===== src/dim_sup_pkg.sv =====
/*
 Constants, types and the packet checksum for the contact input supervisor.
 Assumes a single 25 MHz clock; the serial link itself lives outside this block.
*/
package dim_sup_pkg;
   localparam int CHANNELS        = 32;
   localparam int FIFO_DEPTH      = 32;
   localparam int CLOCK_KHZ       = 25000;
   localparam int EXCHANGE_MS     = 5;
   localparam int EXCHANGE_CYCLES = EXCHANGE_MS * CLOCK_KHZ;
   localparam int LINK_MBPS       = 100;
   localparam int STARTUP_FRAMES  = 2;
   localparam logic [3:0] MISS_LIMIT_RST = 4'h3;
   localparam logic [7:0] CRC_POLY  = 8'h07;
   localparam logic [7:0] ERR_NONE    = 8'h00;
   localparam logic [7:0] ERR_CHANNEL = 8'h10;
   localparam logic [7:0] ERR_LATE    = 8'h20;
   localparam logic [7:0] ERR_COMM    = 8'h30;
   localparam logic [7:0] ERR_CORRUPT = 8'h40;
   localparam logic [7:0] ERR_SUPPLY  = 8'h50;
   localparam logic [7:0] ERR_CONFIG  = 8'h60;

   typedef enum logic [4:0] {
      MODE_UNPOWERED = 5'h01,
      MODE_STARTUP   = 5'h02,
      MODE_RUN       = 5'h04,
      MODE_FAULTED   = 5'h08,
      MODE_CONFIG    = 5'h10
   } mode_e;

   typedef struct packed {
      logic [CHANNELS-1:0] inputs;
      logic [CHANNELS-1:0] chan_fail;
      logic [7:0]          seq;
      logic [7:0]          status;
      logic [7:0]          crc;
   } packet_s;

   localparam int PAYLOAD_W = $bits(packet_s) - 8;

   function automatic logic [7:0] crc8(input logic [PAYLOAD_W-1:0] d);
      logic [7:0] c;
      c = 8'h00;
      for (int i = PAYLOAD_W - 1; i >= 0; i--)
      begin
         c = {c[6:0], 1'b0} ^ (((c[7] ^ d[i]) == 1'b1) ? CRC_POLY : 8'h00);
      end
      return c;
   endfunction
endpackage


===== src/pkt_fifo.sv =====
/*
 Synchronous first-in first-out buffer with valid and ready on both sides.
 Assumes one clock; clr empties it in one cycle.
*/
`timescale 1ns/1ps
`default_nettype none
module pkt_fifo #(
   parameter int W = 8,
   parameter int D = 32
) (
   input  wire logic         clock,
   input  wire logic         nrst,
   input  wire logic         clr,
   input  wire logic         in_valid,
   output logic              in_ready,
   input  wire logic [W-1:0] in_data,
   output logic              out_valid,
   input  wire logic         out_ready,
   output logic [W-1:0]      out_data
);
   localparam int AW = $clog2(D);
   logic [W-1:0] mem [D];
   logic [AW-1:0] wr_q;
   logic [AW-1:0] rd_q;
   logic [AW:0]   cnt_q;
   wire           push = in_valid && in_ready;
   wire           pop  = out_valid && out_ready;

   assign in_ready  = (cnt_q != (AW+1)'(D));
   assign out_valid = (cnt_q != '0);
   assign out_data  = mem[rd_q];

   always_ff @(posedge clock)
   begin
      if (push)
         mem[wr_q] <= in_data;
   end

   always_ff @(posedge clock)
   begin
      if (!nrst || clr)
      begin
         wr_q  <= '0;
         rd_q  <= '0;
         cnt_q <= '0;
      end
      else
      begin
         if (push)
            wr_q <= (wr_q == AW'(D - 1)) ? '0 : wr_q + 1'b1;
         if (pop)
            rd_q <= (rd_q == AW'(D - 1)) ? '0 : rd_q + 1'b1;
         cnt_q <= cnt_q + (AW+1)'(push) - (AW+1)'(pop);
      end
   end
endmodule // pkt_fifo
`default_nettype wire


===== src/discrete_input_mode_fault_supervisor.sv =====
/*
 Mode sequencing, acquisition framing and fault latching for the contact input module.
 Assumes a serializer outside that drains tx packets and reports received packet checks,
 and a supply watchdog that removes power when the heartbeat stops or power_cut is high.
*/
`timescale 1ns/1ps
`default_nettype none
module discrete_input_mode_fault_supervisor
   import dim_sup_pkg::*;
#(
   parameter int EXCH_CYCLES = EXCHANGE_CYCLES,
   parameter int START_FRAMES = STARTUP_FRAMES,
   parameter int DEPTH = FIFO_DEPTH
) (
   input  wire logic                clock,
   input  wire logic                nrst,
   input  wire logic                power_good,
   input  wire logic [CHANNELS-1:0] contacts,
   input  wire logic [CHANNELS-1:0] line_fault,
   input  wire logic                supply_fault,
   input  wire logic                config_mem_fault,
   input  wire logic                config_request,
   input  wire logic                config_done,
   input  wire logic [3:0]          miss_limit,
   input  wire logic                rx_valid,
   input  wire logic                rx_crc_ok,
   input  wire logic                tx_ready,
   output logic                     tx_valid,
   output packet_s                  tx_packet,
   output mode_e                    mode,
   output logic                     heartbeat,
   output logic [CHANNELS-1:0]      chan_status,
   output logic [7:0]               error_code,
   output logic                     comm_lost,
   output logic                     late_update,
   output logic                     data_corrupt,
   output logic                     power_cut
);
   localparam int FW = $clog2(EXCH_CYCLES);
   localparam int SW = 2 * CHANNELS + 3;

   // Power, supply, config memory, line fault and contact inputs pass two flops; only the second stage is read.
   logic [SW-1:0] sync1_q;
   logic [SW-1:0] sync2_q;
   always_ff @(posedge clock)
   begin
      if (!nrst)
      begin
         sync1_q <= '0;
         sync2_q <= '0;
      end
      else
      begin
         sync1_q <= {power_good, supply_fault, config_mem_fault, line_fault, contacts};
         sync2_q <= sync1_q;
      end
   end
   wire                pwr_s     = sync2_q[SW-1];
   wire                supply_s  = sync2_q[SW-2];
   wire                cfgmem_s  = sync2_q[SW-3];
   wire [CHANNELS-1:0] linef_s   = sync2_q[2*CHANNELS-1:CHANNELS];
   wire [CHANNELS-1:0] contact_s = sync2_q[CHANNELS-1:0];

   mode_e         mode_q;
   mode_e         mode_d;
   logic [FW-1:0] frame_q;
   logic [3:0]    start_q;
   logic [3:0]    miss_q;
   logic          rx_seen_q;
   logic          pend_q;
   packet_s       snap_q;
   logic [7:0]    seq_q;
   logic          high_q;
   logic          hb_q;
   logic [CHANNELS-1:0] chf_q;
   logic [7:0]    err_q;
   logic          lost_q;
   logic          late_q;
   logic          corrupt_q;
   logic          cut_q;
   logic          txv_q;
   packet_s       txd_q;

   wire unpow   = (mode_q == MODE_UNPOWERED);
   wire active  = (mode_q == MODE_STARTUP) || (mode_q == MODE_RUN);
   wire tick    = active && (frame_q == FW'(EXCH_CYCLES - 1));
   wire rx_good = rx_valid && rx_crc_ok && !unpow;
   wire miss_hit = tick && (mode_q == MODE_RUN) && !rx_seen_q && !rx_good;
   wire [3:0] miss_d = miss_hit ? ((miss_q == 4'hf) ? miss_q : miss_q + 4'h1) : 4'h0;
   wire lost_now = miss_hit && (miss_limit != 4'h0) && (miss_d >= miss_limit);
   wire start_end = tick && (start_q == 4'(START_FRAMES - 1));

   // Acquisition: a frame snapshot waits in pend_q until the buffer takes it.
   wire     fifo_in_ready;
   wire     fifo_out_valid;
   packet_s fifo_out;
   wire     push    = pend_q && fifo_in_ready;
   wire     tx_load = fifo_out_valid && (!txv_q || tx_ready) && active;
   wire     crc_bad = tx_load && (crc8(fifo_out[PAYLOAD_W+7:8]) != fifo_out.crc);
   wire     high_now = crc_bad || supply_s || cfgmem_s;
   packet_s snap_d;
   always_comb
   begin
      snap_d        = '0;
      snap_d.inputs = contact_s;
      snap_d.chan_fail = chf_q | linef_s;
      snap_d.seq    = seq_q;
      snap_d.status = {3'h0, mode_q};
      snap_d.crc    = crc8({contact_s, chf_q | linef_s, seq_q, 3'h0, mode_q});
   end

   pkt_fifo #(.W($bits(packet_s)), .D(DEPTH)) u_fifo (
      .clock     (clock),
      .nrst      (nrst),
      .clr       (!active),
      .in_valid  (pend_q),
      .in_ready  (fifo_in_ready),
      .in_data   (snap_q),
      .out_valid (fifo_out_valid),
      .out_ready (tx_load),
      .out_data  (fifo_out)
   );

   // Error code climbs only towards more severe faults.
   wire [7:0] err_cand = cfgmem_s ? ERR_CONFIG :
                         supply_s ? ERR_SUPPLY :
                         crc_bad  ? ERR_CORRUPT :
                         lost_now ? ERR_COMM :
                         (tick && pend_q) ? ERR_LATE :
                         ((linef_s != '0) && active) ? ERR_CHANNEL : ERR_NONE;

   always_comb
   begin
      mode_d = mode_q;
      case (mode_q)
         MODE_UNPOWERED:
            if (pwr_s)
               mode_d = MODE_STARTUP;
         MODE_STARTUP:
            if (!pwr_s)
               mode_d = MODE_UNPOWERED;
            else if (high_q)
               mode_d = MODE_FAULTED;
            else if (start_end)
               mode_d = MODE_RUN;
         MODE_RUN:
            if (!pwr_s)
               mode_d = MODE_UNPOWERED;
            else if (high_q)
               mode_d = MODE_FAULTED;
            else if (config_request)
               mode_d = MODE_CONFIG;
         MODE_FAULTED:
            if (!pwr_s)
               mode_d = MODE_UNPOWERED;
         MODE_CONFIG:
            if (!pwr_s)
               mode_d = MODE_UNPOWERED;
            else if (config_done)
               mode_d = MODE_STARTUP;
         default:
            mode_d = MODE_UNPOWERED;
      endcase
   end

   always_ff @(posedge clock)
   begin
      if (!nrst)
         mode_q <= MODE_UNPOWERED;
      else
         mode_q <= mode_d;
   end

   // Exchange cycle timing and startup length.
   always_ff @(posedge clock)
   begin
      if (!nrst || !active)
      begin
         frame_q <= '0;
         start_q <= '0;
      end
      else
      begin
         frame_q <= tick ? '0 : frame_q + 1'b1;
         if (tick && (mode_q == MODE_STARTUP))
            start_q <= start_q + 4'h1;
      end
   end

   // Acquire at each frame edge with no snapshot still pending in pend_q, then hand over for transmission.
   always_ff @(posedge clock)
   begin
      if (!nrst || !active)
      begin
         pend_q <= 1'b0;
         snap_q <= '0;
         seq_q  <= '0;
      end
      else if (tick && !pend_q)
      begin
         pend_q <= 1'b1;
         snap_q <= snap_d;
      end
      else if (push)
      begin
         pend_q <= 1'b0;
         seq_q  <= seq_q + 8'h01;
      end
   end

   // Startup runs everything except the loss check, which is the restriction.
   always_ff @(posedge clock)
   begin
      if (!nrst || unpow)
      begin
         rx_seen_q <= 1'b0;
         miss_q    <= '0;
      end
      else
      begin
         rx_seen_q <= rx_good || (rx_seen_q && !tick);
         if (tick)
            miss_q <= miss_d;
      end
   end

   genvar ch;
   generate
      for (ch = 0; ch < CHANNELS; ch++)
      begin : g_chan
         always_ff @(posedge clock)
         begin
            if (!nrst || unpow)
               chf_q[ch] <= 1'b0;
            else if (active && linef_s[ch])
               chf_q[ch] <= 1'b1;
         end
      end
   endgenerate

   // Latched faults clear only when power goes away.
   always_ff @(posedge clock)
   begin
      if (!nrst || unpow)
      begin
         err_q     <= ERR_NONE;
         lost_q    <= 1'b0;
         late_q    <= 1'b0;
         corrupt_q <= 1'b0;
         high_q    <= 1'b0;
         cut_q     <= 1'b0;
      end
      else
      begin
         if (err_cand > err_q)
            err_q <= err_cand;
         if (lost_now)
            lost_q <= 1'b1;
         if (tick && pend_q)
            late_q <= 1'b1;
         if (crc_bad)
            corrupt_q <= 1'b1;
         if (high_now)
            high_q <= 1'b1;
         if (high_now || high_q)
            cut_q <= 1'b1;
      end
   end

   always_ff @(posedge clock)
   begin
      if (!nrst || unpow)
         hb_q <= 1'b0;
      else if (tick && !high_q && !high_now)
         hb_q <= !hb_q;
   end

   always_ff @(posedge clock)
   begin
      if (!nrst || !active)
      begin
         txv_q <= 1'b0;
         txd_q <= '0;
      end
      else if (tx_load)
      begin
         txv_q <= 1'b1;
         txd_q <= fifo_out;
      end
      else if (tx_ready)
         txv_q <= 1'b0;
   end

   assign tx_valid     = txv_q;
   assign tx_packet    = txd_q;
   assign mode         = mode_q;
   assign heartbeat    = hb_q;
   assign chan_status  = chf_q;
   assign error_code   = err_q;
   assign comm_lost    = lost_q;
   assign late_update  = late_q;
   assign data_corrupt = corrupt_q;
   assign power_cut    = cut_q;
endmodule // discrete_input_mode_fault_supervisor
`default_nettype wire


===== config.mk =====
export PLATFORM = sky130hd
export DESIGN_NAME = discrete_input_mode_fault_supervisor
export DESIGN_NICKNAME = d
export VERILOG_FILES = /design/src/dim_sup_pkg.sv /design/src/pkt_fifo.sv /design/src/discrete_input_mode_fault_supervisor.sv
export SDC_FILE = /design/constraint.sdc
export NUM_CORES = 2
export LEC_CHECK = 0
export BUFFER_PORTS_ARGS = -buffer_cell sky130_fd_sc_hd__buf_2
export CAP_MARGIN = 20
export CORE_ASPECT_RATIO = 0.5
export CORE_MARGIN = 3
export CORE_UTILIZATION = 55
export DETAILED_ROUTE_END_ITERATION = 8
export GPL_TIMING_DRIVEN = 0
export HOLD_SLACK_MARGIN = 0.15
export PLACE_DENSITY = 0.72
export SLEW_MARGIN = 40
export SYNTH_ARGS = -nofsm -noshare
export SYNTH_HDL_FRONTEND = slang
export SYNTH_SLANG_ARGS = --single-unit

===== constraint.sdc =====
create_clock -name clock -period 7.95 [get_ports clock]
set_input_delay 1.59 -clock clock [delete_from_list [all_inputs] [get_ports clock]]
set_output_delay 1.59 -clock clock [all_outputs]
set_load 0.1 [all_outputs]

==> flow_summary_export.csv <==
group,metric,value,unit
run_status,outcome,"finished with violations",
run_status,violations,"negative setup slack",
drt,wirelength,390100,um
clock_tree,clk_pin_slew,70,ps
timing,rsz0062_at_grt,"true",
layout,final_util,68.38,%
timing,tns,-1386,ps
critical_path,cp_slowest_cell,"mux4_2",
timing,post-route-period-util,106.2,%
floorplan,io_pins,217,
layout,fin_nets,7294,
clock_tree,root_buffer,"clkbuf_16",
timing,worst_slack,-495.9,ps
critical_path,arrival,9210,ps
timing,slew_viol_final,0,
drt,viasPerCell,6.760,
global_routing,overflow,0,
synthesis,synth-seq-area-share,73.45,%
timing,slew_headroom,33.67,%
clock_tree,cts_made_buffers,273,
timing,setup_viol,4,
layout,stdcell_area,150000,um2
global_routing,grt_pass1_vias,68970,
min_path,whs_path_depth,1,
floorplan,die_x,672.9,um
global_routing,antenna_found_initial,9,
timing,max_freq,118.4,MHz
place,dp_hpwl,251600,um
place,dpl_cell_area,134800,um2
clock_tree,cts_sinks,3127,
place,dp_worst_setup_slack,-3750,ps
global_routing,grt_pass1_wl,534900,um
floorplan,die_area,228400,um2
synthesis,synth_edf_count,2720,
timing,worst_slew_pin_slew,995.0,ps
clock_tree,insertion_delay,870,ps
layout,drive_gt1_share,36.83,%
power_and_ir_drop,p_leak,0.04165,uW
synthesis,synthCells,5932,
floorplan,core_area,219400,um2
synthesis,ys.flop_type,"edfxtp_1",
synthesis,ys_async_sr_fraction,0,%
power_and_ir_drop,peakVddDrop,0.001825,V
timing,skew,57.74,ps
timing,final.min_clock_period,8446,ps
layout,final_cell_mix,"edfxtp_1, mux4_2, buf_4, dfxtp_1, clkbuf_16",
global_routing,grt_max_degree,34,
clock_tree,cts_hold_buffers,0,
floorplan,num_rows,121,
critical_path,critPathMaxFanout,7,
clock_tree,clockBufferDepth,4,
critical_path,start_kind,"flip-flop",
min_path,holdCritPathClass,"reg2reg",
drt,drc_errors,0,
drt,vias,69940,
drt,drt_first_pass_iters,6,
clock_tree,cts_tree,"yes",
synthesis,ys_ff_latch,3127,
drt,wire_per_inst,37.70,um
critical_path,reg2reg_depth,32,
power_and_ir_drop,powerDensity,287.1,nW/um2
synthesis,ys_types,77,
floorplan,die_h,339.4,um
place,place.gp.congestion,0.9261,
critical_path,slowest_delay,520,ps
timing,whs,435.5,ps
drt,drt_iter0_markers,12070,
synthesis,synth_area,122300,um2
synthesis,ys_warn_count,0,
timing,hold_viol,0,
floorplan,initial_core_util,55.75,%
critical_path,crit_type,"reg2reg",
drt,postRouteAntennaNets,0,
critical_path,cp.required,8720,ps
critical_path,crit_path_end_kind,"flip-flop",
layout,layout_commonest_cell,"edfxtp_1",
global_routing,grt_usage,33.74,%
job,cap_violations,0,
clock_tree,htreeDepth,5,
layout,synthToLayoutAreaGrowth,22.66,%
synthesis,synth_area_per_cell,20.62,um2
place,port_buffers,207,
worst max-delay path, delay by kind of cell (launching register included):
kind	cells	cell delay [ps]
buf+inv	9	1280
flops	1	340
fa+ha+maj	1	290
simple gates	3	900
xor+xnor	10	3020
compound gates	6	1140
mux	3	1370
layout make-up:
type	instances	area, um2
diodes	5	12.51
plain buffers	306	3468
clock buffers	372	7612
clock inverters	105	849.6
fillers	12700	69360
inverters	30	116.4
multi-input cells	2475	32590
flip-flops and latches	3127	89940
well taps	2952	3694
repair buffers	974	11740
power by group:
part	switching (uW)	internal (uW)
Sequential	22.5	17600
Clock	5960	7130
Combinational	6980	5390
Total	13000	30100
cells by family (layout without fill, tap and decap cells):
group	count (synthesis)	after routing	share of synthesized area, %
AOI/OAI and AO/OA	319	319	1.756
xor gates and xnor gates	426	426	4.119
adders and majority gates	29	29	0.3028
buffers and inverters	337	1787	1.607
DFF	3127	3127	73.45
muxes	952	952	15.95
other	1	13	0.003066
and+or+nand+nor	741	741	2.814
per-stage QoR:
step | total power (uW) | instances
global route | 43900 | 10340
floorplan | 29950 | 5939
global placement | 30540 | 9098
detailed placement | 30540 | 9508
CTS | 43160 | 10250
finish | 43070 | 10350
state kept, by name (all words and copies together), names as in the netlist, 6 cells and up, named ones only:
signal / flops
chan_status: 32
frame_q: 17
seq_q: 8
snap_q: 85
sync1_q: 67
sync2_q: 67
tx_packet: 85
u_fifo.cnt_q: 6
u_fifo.mem: 2720
per-layer routing:
layer	vias up	part of all wire, %	track usage [%]
met5	-	0.015	0
met3	1264	14	9.842
met4	4	5.9	15.91
met1	36070	34	44.87
met2	6153	46	51.91
li1	26460	-	-
Yosys cell counts (5+ instances only):
library cell	n	share of area, %
ha_1	28	0.29
xnor2_1	218	1.6
nand2_1	166	0.51
a211oi_1	115	0.71
mux2i_1	138	1.1
nor2b_1	15	0.077
nor3_1	21	0.086
xor2_1	110	0.79
nor4_1	9	0.046
o22ai_1	9	0.046
mux4_2	774	14
and3_1	15	0.077
inv_1	26	0.080
buf_1	20	0.061
edfxtp_1	2720	67
nor2_1	295	0.91
xor3_1	9	0.17
mux4_1	12	0.26
nand4_1	11	0.056
xnor3_2	6	0.12
mux2_2	19	0.17
a221oi_1	5	0.036
a21oi_1	116	0.47
mux2i_4	5	0.092
clkbuf_1	128	0.39
a21o_1	5	0.031
o21ai_0	7	0.029
xnor2_2	10	0.13
nand3_1	40	0.16
xnor3_1	70	1.3
buf_6	49	0.45
buf_8	5	0.061
dfxtp_1	407	6.7
buf_2	52	0.21
nand2b_1	6	0.031
buf_4	52	0.32
a22oi_1	32	0.20
and2_1	143	0.73
path summary, 6_finish.rpt:
path | from | end | slack (ps)
max reg2reg | flip-flop | error_code[4] | -500
max | flip-flop | error_code[4] | -500
min | sync1_q[29] | sync2_q[29] | 440
min reg2reg | sync1_q[29] | sync2_q[29] | 440
repair_timing:
item                                    4_1_cts  5_1_grt
resized for setup                           610      102
gates cloned                                  5        0
endpoints found under the hold margin         0        0
setup buffers                               259       94
endpoints found under the setup margin       17        4
pin swaps                                    73       55
Power figures use the tool's default switching activity.
